**src/verilog/rivm_defs.svh**
```systemverilog
// constants for the reset and interrupt vector map
`ifndef RIVM_DEFS_SVH
`define RIVM_DEFS_SVH

// widths
`define RIVM_ADDR_W          12
`define RIVM_NUM_SRC         25
`define RIVM_IDX_W           5

// reset locations and fuse coding
`define RIVM_RESET_APP       12'h000
`define RIVM_BOOT_RESET_DEF  12'h800
`define RIVM_FUSE_PROGRAMMED 1'b0
`define RIVM_FUSE_RESET_VAL  1'b1

// vector number of the first interrupt source (reset is number 1)
`define RIVM_FIRST_VEC_NUM   5'h02

// standard table offsets, one per interrupt source
`define RIVM_OFS_EXT0        12'h001
`define RIVM_OFS_EXT1        12'h002
`define RIVM_OFS_PCG0        12'h003
`define RIVM_OFS_PCG1        12'h004
`define RIVM_OFS_PCG2        12'h005
`define RIVM_OFS_WDOG        12'h006
`define RIVM_OFS_T2_CMPA     12'h007
`define RIVM_OFS_T2_CMPB     12'h008
`define RIVM_OFS_T2_OVF      12'h009
`define RIVM_OFS_T1_CAPT     12'h00a
`define RIVM_OFS_T1_CMPA     12'h00b
`define RIVM_OFS_T1_CMPB     12'h00c
`define RIVM_OFS_T1_OVF      12'h00d
`define RIVM_OFS_T0_CMPA     12'h00e
`define RIVM_OFS_T0_CMPB     12'h00f
`define RIVM_OFS_T0_OVF      12'h010
`define RIVM_OFS_SPI_DONE    12'h011
`define RIVM_OFS_UART_RX     12'h012
`define RIVM_OFS_UART_EMPTY  12'h013
`define RIVM_OFS_UART_TX     12'h014
`define RIVM_OFS_CONV_DONE   12'h015
`define RIVM_OFS_NVDATA_RDY  12'h016
`define RIVM_OFS_COMPARATOR  12'h017
`define RIVM_OFS_TWO_WIRE    12'h018
`define RIVM_OFS_PSTORE_RDY  12'h019

`endif

```
**src/verilog/rivm_pkg.sv**
```systemverilog
// types for the reset and interrupt vector map
package rivm_pkg;

  // controller sequence
  typedef enum logic [1:0] {
    RIVM_ST_CAPTURE = 2'b00,
    RIVM_ST_IDLE    = 2'b01,
    RIVM_ST_OFFER   = 2'b10
  } rivm_state_e;

  // pending requests; last field is bit 0, lowest vector number
  typedef struct packed {
    logic program_store_ready;
    logic two_wire_serial_source;
    logic comparator;
    logic nonvolatile_data_ready;
    logic conversion_done;
    logic uart_tx_done;
    logic uart_data_empty;
    logic uart_rx_done;
    logic spi_done;
    logic timer0_overflow;
    logic timer0_compare_b;
    logic timer0_compare_a;
    logic timer1_overflow;
    logic timer1_compare_b;
    logic timer1_compare_a;
    logic timer1_capture;
    logic timer2_overflow;
    logic timer2_compare_b;
    logic timer2_compare_a;
    logic watchdog_timeout_source;
    logic pin_change_group_two;
    logic pin_change_group_one;
    logic pin_change_group_zero;
    logic external_request_one;
    logic external_request_zero;
  } rivm_irq_s;

  // all state of the vector map
  typedef struct packed {
    rivm_state_e  state;
    logic         boot_reset_fuse;
    logic         reset_valid;
    logic [11:0]  reset_addr;
    logic         table_in_boot;
    logic [4:0]   vec_idx;
    logic [11:0]  vec_addr;
    logic [4:0]   vec_num;
    logic [24:0]  taken;
  } rivm_regs_s;

endpackage

```
**src/verilog/rivm_vector_map.sv**
```systemverilog
// reset and interrupt vector address generation for the processor core
`timescale 1ns/100ps
`include "rivm_defs.svh"

// What this block does
// [RULE1] one reset vector for pin, power-on, brown-out and watchdog reset, 0x000 default
// [RULE2] external requests zero and one vector to offsets 0x001 and 0x002
// [RULE3] pin-change groups zero to two vector to offsets 0x003 to 0x005
// [RULE4] watchdog at 0x006; second 8-bit timer A, B, overflow at 0x007-0x009
// [RULE5] 16-bit timer capture, compare A, compare B, overflow at 0x00a-0x00d
// [RULE6] first 8-bit timer compare A, compare B, overflow at 0x00e-0x010
// [RULE7] spi done at 0x011; uart receive, empty, transmit at 0x012-0x014
// [RULE8] converter, data memory, comparator, two-wire, program store at 0x015-0x019
// [RULE9] programmed boot fuse starts execution at the boot reset address
// [RULE10] table select bit moves the vector table to the boot section start
// [RULE11] relocated vector address is boot start plus the standard offset
// [RULE12] table starts at 0x001, or boot address plus 0x001 when select set
// [RULE13] fuse value 1 means reset at 0x000, value 0 means boot address
// [RULE14] reset location and table location are chosen independently
// [RULE15] software without enabled interrupts may put code in vector slots
// [RULE16] several pending requests: lowest vector number is dispatched first
module rivm_vector_map
  import rivm_pkg::*;
#(
  parameter logic [`RIVM_ADDR_W-1:0] BOOT_RESET_ADDR = `RIVM_BOOT_RESET_DEF
)
(
  input  wire logic                     core_clk,
  input  wire logic                     rstn,
  input  wire logic                     boot_reset_fuse,
  input  wire logic                     vector_table_select,
  input  wire logic                     global_int_enable,
  input  wire rivm_irq_s                irq_pending,
  input  wire logic                     vec_ack,
  output logic [`RIVM_ADDR_W-1:0]       reset_addr,
  output logic                          reset_addr_valid,
  output logic                          vec_valid,
  output logic [`RIVM_ADDR_W-1:0]       vec_addr,
  output logic [`RIVM_IDX_W-1:0]        vec_num,
  output logic [`RIVM_NUM_SRC-1:0]      irq_taken
);

  rivm_regs_s                r;
  rivm_regs_s                next_r;
  logic [`RIVM_NUM_SRC-1:0]  req_vec;
  logic                      req_any;
  logic [`RIVM_IDX_W-1:0]    req_idx;
  logic [`RIVM_ADDR_W-1:0]   std_offset;
  logic [`RIVM_ADDR_W-1:0]   table_base;

  // requests only count while the core accepts interrupts at all
  assign req_vec = global_int_enable ? irq_pending : '0;

  rivm_prio_enc u_prio (
    .req (req_vec),
    .any (req_any),
    .idx (req_idx)
  );

  // standard offset of the winning source
  always_comb
  begin
    case (req_idx)
      5'h00:   std_offset = `RIVM_OFS_EXT0;       // RULE2
      5'h01:   std_offset = `RIVM_OFS_EXT1;       // RULE2
      5'h02:   std_offset = `RIVM_OFS_PCG0;       // RULE3
      5'h03:   std_offset = `RIVM_OFS_PCG1;       // RULE3
      5'h04:   std_offset = `RIVM_OFS_PCG2;       // RULE3
      5'h05:   std_offset = `RIVM_OFS_WDOG;       // RULE4
      5'h06:   std_offset = `RIVM_OFS_T2_CMPA;    // RULE4
      5'h07:   std_offset = `RIVM_OFS_T2_CMPB;    // RULE4
      5'h08:   std_offset = `RIVM_OFS_T2_OVF;     // RULE4
      5'h09:   std_offset = `RIVM_OFS_T1_CAPT;    // RULE5
      5'h0a:   std_offset = `RIVM_OFS_T1_CMPA;    // RULE5
      5'h0b:   std_offset = `RIVM_OFS_T1_CMPB;    // RULE5
      5'h0c:   std_offset = `RIVM_OFS_T1_OVF;     // RULE5
      5'h0d:   std_offset = `RIVM_OFS_T0_CMPA;    // RULE6
      5'h0e:   std_offset = `RIVM_OFS_T0_CMPB;    // RULE6
      5'h0f:   std_offset = `RIVM_OFS_T0_OVF;     // RULE6
      5'h10:   std_offset = `RIVM_OFS_SPI_DONE;   // RULE7
      5'h11:   std_offset = `RIVM_OFS_UART_RX;    // RULE7
      5'h12:   std_offset = `RIVM_OFS_UART_EMPTY; // RULE7
      5'h13:   std_offset = `RIVM_OFS_UART_TX;    // RULE7
      5'h14:   std_offset = `RIVM_OFS_CONV_DONE;  // RULE8
      5'h15:   std_offset = `RIVM_OFS_NVDATA_RDY; // RULE8
      5'h16:   std_offset = `RIVM_OFS_COMPARATOR; // RULE8
      5'h17:   std_offset = `RIVM_OFS_TWO_WIRE;   // RULE8
      5'h18:   std_offset = `RIVM_OFS_PSTORE_RDY; // RULE8
      default: std_offset = `RIVM_OFS_EXT0;
    endcase
  end

  // table base follows the select bit only, never the fuse
  assign table_base = vector_table_select ? BOOT_RESET_ADDR : `RIVM_RESET_APP; // RULE10 RULE14

  // next-state logic
  always_comb
  begin
    next_r       = r;
    next_r.taken = '0;
    case (r.state)
      RIVM_ST_CAPTURE:
      begin
        // fuse is a strap: caught on the first edge after release, not in reset
        next_r.boot_reset_fuse = boot_reset_fuse;
        next_r.reset_valid     = 1'b1;
        if (boot_reset_fuse == `RIVM_FUSE_PROGRAMMED)
        begin
          next_r.reset_addr = BOOT_RESET_ADDR;  // RULE9 RULE13
        end
        else
        begin
          next_r.reset_addr = `RIVM_RESET_APP;  // RULE1 RULE13
        end
        next_r.state = RIVM_ST_IDLE;
      end
      RIVM_ST_IDLE:
      begin
        if (req_any)
        begin
          // RULE16
          // select bit frozen with the offer, so a late flip cannot split address and side
          next_r.vec_idx       = req_idx;
          next_r.vec_num       = req_idx + `RIVM_FIRST_VEC_NUM;
          next_r.table_in_boot = vector_table_select;
          next_r.vec_addr      = table_base + std_offset; // RULE11 RULE12
          next_r.state         = RIVM_ST_OFFER;
        end
      end
      RIVM_ST_OFFER:
      begin
        // address held until the core takes it; a withdrawn request is still served
        if (vec_ack)
        begin
          next_r.taken = `RIVM_NUM_SRC'(1) << r.vec_idx;
          next_r.state = RIVM_ST_IDLE;
        end
      end
      default:
      begin
        // stray code: fall back to idle rather than hang
        next_r.state = RIVM_ST_IDLE;
      end
    endcase
  end

  // state register; constants only under reset
  always_ff @(posedge core_clk or negedge rstn)
  begin
    if (!rstn)
    begin
      r.state           <= RIVM_ST_CAPTURE;
      r.boot_reset_fuse <= `RIVM_FUSE_RESET_VAL;
      r.reset_valid     <= 1'b0;
      r.reset_addr      <= `RIVM_RESET_APP;
      r.table_in_boot   <= 1'b0;
      r.vec_idx         <= '0;
      r.vec_addr        <= '0;
      r.vec_num         <= '0;
      r.taken           <= '0;
    end
    else
    begin
      r <= next_r;
    end
  end

  // outputs: data straight from the state register
  // vec_valid is a decode of the state, so it falls in the very edge that takes the ack
  assign reset_addr       = r.reset_addr;
  assign reset_addr_valid = r.reset_valid;
  assign vec_valid        = (r.state == RIVM_ST_OFFER);
  assign vec_addr         = r.vec_addr;
  assign vec_num          = r.vec_num;
  assign irq_taken        = r.taken;

  // helper: requests below the offered index when the offer was made
  // these feed the checks only and leave no logic behind in the netlist
  logic [`RIVM_NUM_SRC-1:0] below_mask;
  logic [`RIVM_ADDR_W-1:0]  std_of_idx;
  assign below_mask = (`RIVM_NUM_SRC'(1) << r.vec_idx) - `RIVM_NUM_SRC'(1);
  assign std_of_idx = `RIVM_ADDR_W'(r.vec_idx) + `RIVM_OFS_EXT0;
endmodule

```
**src/verilog/rivm_prio_enc.sv**
```systemverilog
// lowest-index-first priority encoder for pending requests
`timescale 1ns/100ps
`include "rivm_defs.svh"
module rivm_prio_enc
  import rivm_pkg::*;
(
  input  wire logic [`RIVM_NUM_SRC-1:0] req,
  output logic                          any,
  output logic [`RIVM_IDX_W-1:0]        idx
);

  logic [`RIVM_NUM_SRC:0]   lower_seen;
  logic [`RIVM_IDX_W-1:0]   idx_chain [`RIVM_NUM_SRC:0];

  assign lower_seen[0] = 1'b0;
  assign idx_chain[0]  = '0;

  // first set bit from the bottom wins; chain keeps index of the winner
  for (genvar i = 0; i < `RIVM_NUM_SRC; i++)
  begin : g_bit
    assign lower_seen[i+1] = lower_seen[i] | req[i];
    assign idx_chain[i+1]  = (req[i] && !lower_seen[i]) ? `RIVM_IDX_W'(i) : idx_chain[i];
  end

  assign any = lower_seen[`RIVM_NUM_SRC];
  assign idx = idx_chain[`RIVM_NUM_SRC];

endmodule

```
**config.mk**
```make
export PLATFORM = sky130hd
export DESIGN_NAME = rivm_vector_map
export DESIGN_NICKNAME = d
export VERILOG_FILES = /design/src/verilog/rivm_pkg.sv /design/src/verilog/rivm_vector_map.sv /design/src/verilog/rivm_prio_enc.sv
export VERILOG_INCLUDE_DIRS = /design/src /design/src/verilog
export SDC_FILE = /design/constraint.sdc
export NUM_CORES = 1
export LEC_CHECK = 0
export BUFFER_PORTS_ARGS = -buffer_cell sky130_fd_sc_hd__buf_4
export CAP_MARGIN = 20
export CORE_UTILIZATION = 55
export CTS_CLUSTER_DIAMETER = 200
export DETAILED_ROUTE_END_ITERATION = 7
export PLACE_DENSITY = 0.85
export SYNTH_ARGS = -nofsm -noshare
export SYNTH_HDL_FRONTEND = slang
export SYNTH_HIERARCHICAL = 1
export SYNTH_SLANG_ARGS = --single-unit
```
**constraint.sdc**
```tcl
create_clock -name core_clk -period 1.8 [get_ports core_clk]
set_input_delay 0.09 -clock core_clk [delete_from_list [all_inputs] [get_ports core_clk]]
set_output_delay 0.09 -clock core_clk [all_outputs]
set_load 0.05 [all_outputs]
```
Word level (Yosys, flattened, before mapping)
Memories as Yosys holds them, arrays and structs flattened.
Cells that the tools add are included.

operators by class
  $add $sub $neg = 2
  multipliers = 0
  div/mod/pow operators = 0
  $lt $le $gt $ge = 0
  eq/ne operators = 4
  shift-type cells = 1
  muxes and demuxes = 32
  bitwise operators = 24
  reductions and logical operators = 51

operators by type and width
  kind                                                  number
  2-to-1 mux 5 bit                                      23
  2-to-1 mux 25 bit                                     3
  left shift 1 x 5 -> 25 bit (first input constant)     1
  logical AND 1 bit                                     24
  zero test 1 bit                                       24
  2-to-1 mux 12 bit                                     2
  bitwise OR 1 bit                                      24
  adder 12 bit                                          1
  adder 5 x 2 -> 5 bit (second input constant)          1
  2-to-1 mux 2 bit                                      2
  inequality test 2 bit (second input constant)         2
  case mux 2 bit (2 select lines)                       1
  AND reduction 2 bit                                   2
  equality test 2 x 1 -> 1 bit (second input constant)  1
  equality test 2 bit (second input constant)           1
  zero test 2 bit                                       1
  2-to-1 mux 1 bit                                      1

word-level totals
  register bits = 62
  latch bits = 0
  bits in writable memories = 0
  memory bits (read-only) = 160
  word-level logic and storage cells = 122
  memories kept = 1

memory list
  name              words  width  rd ports  clocked after memory_dff  write ports  RTL line               RTL
  (name not given)  32     5      1         0                         0            rivm_vector_map.sv:63  case (req_idx)

Logic depth before layout (Yosys ltp)
An unclocked memory read counts as a cell.

  depth after elaboration = 29
  gate-level depth with buffers = 11
  gate-level depth less buffers = 10

By module
The synthesis kept the hierarchy.

modules (own cells, without submodules)
  module           instances  cells an instance  area each (µm²)  sequential area each (µm²)
  rivm_vector_map  1          241                2299.7           1101.1
  rivm_prio_enc    1          49                 346.6            0.0

Worst setup path after synthesis
No wires, ideal clock.

  kind = input port to flip-flop
  start point = in global_int_enable
  end point = reg vec_addr[4] (netlist name)
  setup time = 0.121 ns
  data arrival time = 2.018 ns
  required time = 1.679 ns
  slack = -0.340 ns
  cell stages on the path = 11
  path buffers = 1
  cell sequence = clkbuf_1 -> and2_1 -> nor4_4 -> nand4_2 -> a2111oi_2 -> or3_1 -> inv_1 -> ha_1 -> nand2b_1 -> a21boi_0 -> o22a_1

between the ends
  elaborated cells on any way between the ends = 100
  those cells by class = 1 x add/sub; 25 x mux; 24 x bitwise; 49 x reduce/logical; 1 x memory

RTL lines
  element                                                       RTL line                                  RTL
  from (decl)                                                   rivm_vector_map.sv:32                     input wire logic global_int_enable,
  2-to-1 mux 25 bit *                                           rivm_vector_map.sv:52                     assign req_vec = global_int_enable ? irq_pending : '0;
  net req_vec[12]                                               rivm_vector_map.sv:45                     logic [`RIVM_NUM_SRC-1:0] req_vec;
  bitwise OR 1 bit                                              rivm_prio_enc.sv:21                       assign lower_seen[i+1] = lower_seen[i] | req[i];
  zero test 1 bit / bitwise OR 1 bit (equally long branches)    rivm_prio_enc.sv:22, rivm_prio_enc.sv:21
  logical AND 1 bit (tied with other cells)                     rivm_prio_enc.sv:22                       assign idx_chain[i+1] = (req[i] && !lower_seen[i]) ? `RIVM_IDX_W'(i) : idx_chain[i];
  2-to-1 mux 5 bit (tied with other cells) (10 in a row)        rivm_prio_enc.sv:22
  2-to-1 mux 5 bit / logical AND 1 bit (equally long branches)  rivm_prio_enc.sv:22
  2-to-1 mux 5 bit *                                            rivm_prio_enc.sv:22
  net req_idx[1]                                                rivm_vector_map.sv:47                     logic [`RIVM_IDX_W-1:0] req_idx;
  memory read (32 x 5 bit) *                                    n/a
  adder 12 bit *                                                rivm_vector_map.sv:126                    next_r.vec_addr = table_base + std_offset;

The timed path passes the listed nets; every way through them passes the cells marked *.
A chain may end at the register's enable or synchronous reset.

Worst setup path in the final report
  start point = in irq_pending[0] in the netlist's numbering
  end point = reg vec_addr[4] (netlist name)

between the ends
  longest elaborated chain between the ends = 29
  elaborated cells on any way between the ends = 100
  those cells by class = 1 x add/sub; 25 x mux; 24 x bitwise; 49 x reduce/logical; 1 x memory

RTL lines
  element                                                       RTL line                                  RTL
  from (decl)                                                   rivm_vector_map.sv:33                     input wire rivm_irq_s irq_pending,
  2-to-1 mux 25 bit *                                           rivm_vector_map.sv:52
  net req_vec[0]                                                rivm_vector_map.sv:45
  zero test 1 bit / bitwise OR 1 bit (equally long branches)    rivm_prio_enc.sv:22, rivm_prio_enc.sv:21
  logical AND 1 bit (tied with other cells)                     rivm_prio_enc.sv:22
  2-to-1 mux 1 bit (tied with other cells)                      rivm_prio_enc.sv:22
  2-to-1 mux 5 bit (tied with other cells) (21 in a row)        rivm_prio_enc.sv:22
  2-to-1 mux 5 bit / logical AND 1 bit (equally long branches)  rivm_prio_enc.sv:22
  2-to-1 mux 5 bit *                                            rivm_prio_enc.sv:22
  net req_idx[0]                                                rivm_vector_map.sv:47
  memory read (32 x 5 bit) *                                    n/a
  adder 12 bit *                                                rivm_vector_map.sv:126

Marked as above.

==> impl_metrics.py <==
metrics = {
    "status": {
        "outcome": "finished with violations",
        "violations": "DRC",
    },
    "logic_synthesis": {
        "synth_compound_area_share_pct": 8.70,
        "synth-main-ff-cell": "dfrtp_1",
        "synth_edf_count": 0,
        "ys_seq_area_share_pct": 41.6,
        "synth-simple-area-share_pct": 29.0,
        "synthTopCellsByArea": "dfrtp_1, buf_4, and2_1",
        "synth.cell_area_um2": 2650,
        "muxShareOfSynthArea_pct": 0.378,
        "synth_top_cell_by_area": "dfrtp_1",
        "synth_top_area_share_pct": 41.6,
        "synth_xor_area_share_pct": 0.662,
        "synth_top_family_by_area": "simple AND/OR/NAND/NOR gates",
        "synth-adder-area-share_pct": 1.89,
        "ys_seq_elements": 44,
        "async_reset_ff_share_pct": 100,
        "avgSynthCellArea_um2": 9.13,
        "ys.warnings.count": 6,
        "synth_commonest_cells": "buf_4, dfrtp_1, nand2_1",
        "ys_types": 42,
        "yosysMostFrequentCell": "buf_4",
        "synth_cells": 290,
    },
    "grt": {
        "met3_usage_pct": 4.22,
        "grt.met1_usage_pct": 26.6,
        "grt_max_degree": 45,
        "busiest_layer": "met2",
        "grt_usage_pct": 22.5,
        "antenna_found_initial": 0,
        "gr-total-overflow": 0,
        "grt_pass1_wl_mm": 8.83,
        "gr-usage-met2_pct": 40.7,
        "grt_pass1_vias": 1895,
    },
    "sta": {
        "slew_headroom_pct": 64.9,
        "hold_viol": 0,
        "drv_slew": 0,
        "worst_slack_ps": 18.2,
        "clock.fmax_mhz": 561,
        "finalWorstPathRequiredPeriod_ps": 1780,
        "worstMarginPinSlew_ps": 527,
        "setup_viol": 0,
        "period_share_pct": 99.0,
        "whs_ps": 54.2,
        "worst_clock_skew_ps": 10.5,
    },
    "final_layout": {
        "syn2layout_area_growth_pct": 28.0,
        "n_antenna_cell": 0,
        "nNetsFinal": 390,
        "drive_above_1_share_pct": 39.0,
        "final_util_pct": 75.7,
        "final_area_um2": 3390,
    },
    "floorplan": {
        "core_area_um2": 4470,
        "initial_utilization_pct": 59.1,
        "rows": 24,
        "dieWidth_um": 71.4,
        "io_pins": 87,
        "dieArea_um2": 5090,
        "fp.dieH_um": 71.4,
    },
    "place": {
        "dpl.hpwl_mm": 3.72,
        "portBuffers": 69,
        "gp_congestion": 0.814,
        "post-place-ws_ps": -328,
        "placed_area_um2": 3100,
    },
    "worst_setup_path": {
        "cp_slowest_cell": "nor4_4",
        "critPathKind": "primary input to flop",
        "crit_buf_inv": 1,
        "path_cells": "buf_4, and2_4, nor4_4, nand4_2, a2111oi_4, a211o_1, ha_1, nand3_1, o21ai_1, o22a_1",
        "cp.required_ps": 2040,
        "path_max_fanout": 4,
        "cp-end-kind": "flop",
        "critPathLaunchType": "primary input",
        "cpPeakStageDelay_ps": 320,
        "crit_family": "simple AND/OR/NAND/NOR gates",
        "crit_arrival_ps": 2020,
    },
    "cts": {
        "cts_buffers": 5,
        "clk_pin_slew_ps": 80,
        "htree_levels": 2,
        "cts_root_buf": "clkbuf_8",
        "cts_buffer_depth": 2,
        "cts_sinks": 44,
        "cts_tree": "done",
        "clk_latency_ps": 300,
    },
    "route": {
        "route.detailed.drc": 5,
        "wirelength_mm": 5.79,
        "vias_per_cell": 5.26,
        "vias": 2146,
        "wl_per_cell_um": 14.2,
        "drtIter0Drc": 107,
        "drtPass1Iterations": 7,
        "ant_nets": 0,
    },
    "flow_run": {
        "cap_viol_max_count": 0,
    },
    "power": {
        "power_density_nw_per_um2": 1160,
        "power_leakage_uw": 0.00171,
        "peakVddDrop_mv": 0.867,
    },
    "min_path": {
        "hold_class": "primary input to flop",
    },
}
[cells in the final DEF, fill, tap and decap left out, types with 3 or more instances in the layout]
cell,Yosys,routed
nor4_4,4,4
nor2_1,31,30
and2_1,25,17
clkbuf_8,0,6
dlygate4sd3_1,0,3
nand3_1,7,7
buf_4,54,95
and2_4,0,8
dfrtp_1,44,44
nor3_1,6,6
inv_1,7,5
o21ai_1,1,4
o21ai_0,15,12
a21oi_1,4,4
ha_1,4,3
conb_1,1,17
nor2b_1,7,7
nand2_1,33,33
[worst register-to-register path, delay by kind of cell, from the launching register on]
| family | cells | cell delay [ps] |
|---|---|---|
| flip-flops | 1 | 470 |
| AND/OR/NAND/NOR | 3 | 810 |
[path summary, 6_finish.rpt]
check	start	to	slack, ps	cells after the start
setup / recovery	irq_pending[0]	vec_addr[4]	20	10
hold / removal	vec_ack	r[63]	50	2
setup reg to reg	r[62]	irq_taken[6]	450	3
hold reg to reg	reset_addr_valid	reset_addr_valid	490	1
max in group asynchronous	rstn	irq_taken[16]	1130	2
min in group asynchronous	rstn	r[42]	310	2
[flip-flops by register name, indices dropped and copies added (netlist names)]
| name | flops |
|---|---|
| vec_num | 4 |
| reset_addr | 1 |
| reset_addr_valid | 1 |
| irq_taken | 25 |
| r | 7 |
| vec_addr | 6 |
[through the flow]
stage	std cells	TNS (ps)	power, uW
2_1_floorplan	306	-759	2730
3_3_place_gp	392	-2140	3010
3_5_place_dp	392	-2810	3040
4_1_cts	404	0	3860
5_1_grt	408	-48.5	4130
6_report	408	0	3920
[power by group]
group,switching (uW),internal [uW]
clock,335,454
combinational,1130,628
sequential,212,1170
[layer usage]
| metal | wire length [um] | part of all wire, % | vias up |
|---|---|---|---|
| li1 | - | - | 1029 |
| met1 | 2190 | 38 | 996 |
| met2 | 2970 | 51 | 104 |
| met3 | 435 | 7.5 | 17 |
| met4 | 193 | 3.3 | 0 |
| met5 | 0 | 0 | - |
[cell type report]
class                   count  area (um2)
well taps                  52        65.1
repair buffers            103         831
clock inverters             2        38.8
clock buffers               6        82.6
fillers                   314        1090
multi-input cells         194        1240
flip-flops and latches     44        1100
inverters                   7        26.3
[repair_timing]
| action | in CTS | in global routing |
|---|---|---|
| hold endpoints to repair | 46 | 0 |
| cloned | 0 | 2 |
| setup buffers | 1 | 2 |
| pin swaps | 6 | 9 |
| hold buffers | 3 | 0 |
| endpoints found under the setup margin | 2 | 8 |
| gates resized for setup | 7 | 11 |
[kinds of logic after synthesis]
kind of cell	count (synthesis)
buffers and inverters	69
other	1
multiplexers	1
XOR/XNOR	2
AND/OR/NAND/NOR	134
flip-flops	44
adder cells (fa/ha/maj)	4
AO/OA/AOI/OAI	35
No activity file was read; power rests on OpenSTA's default activity.
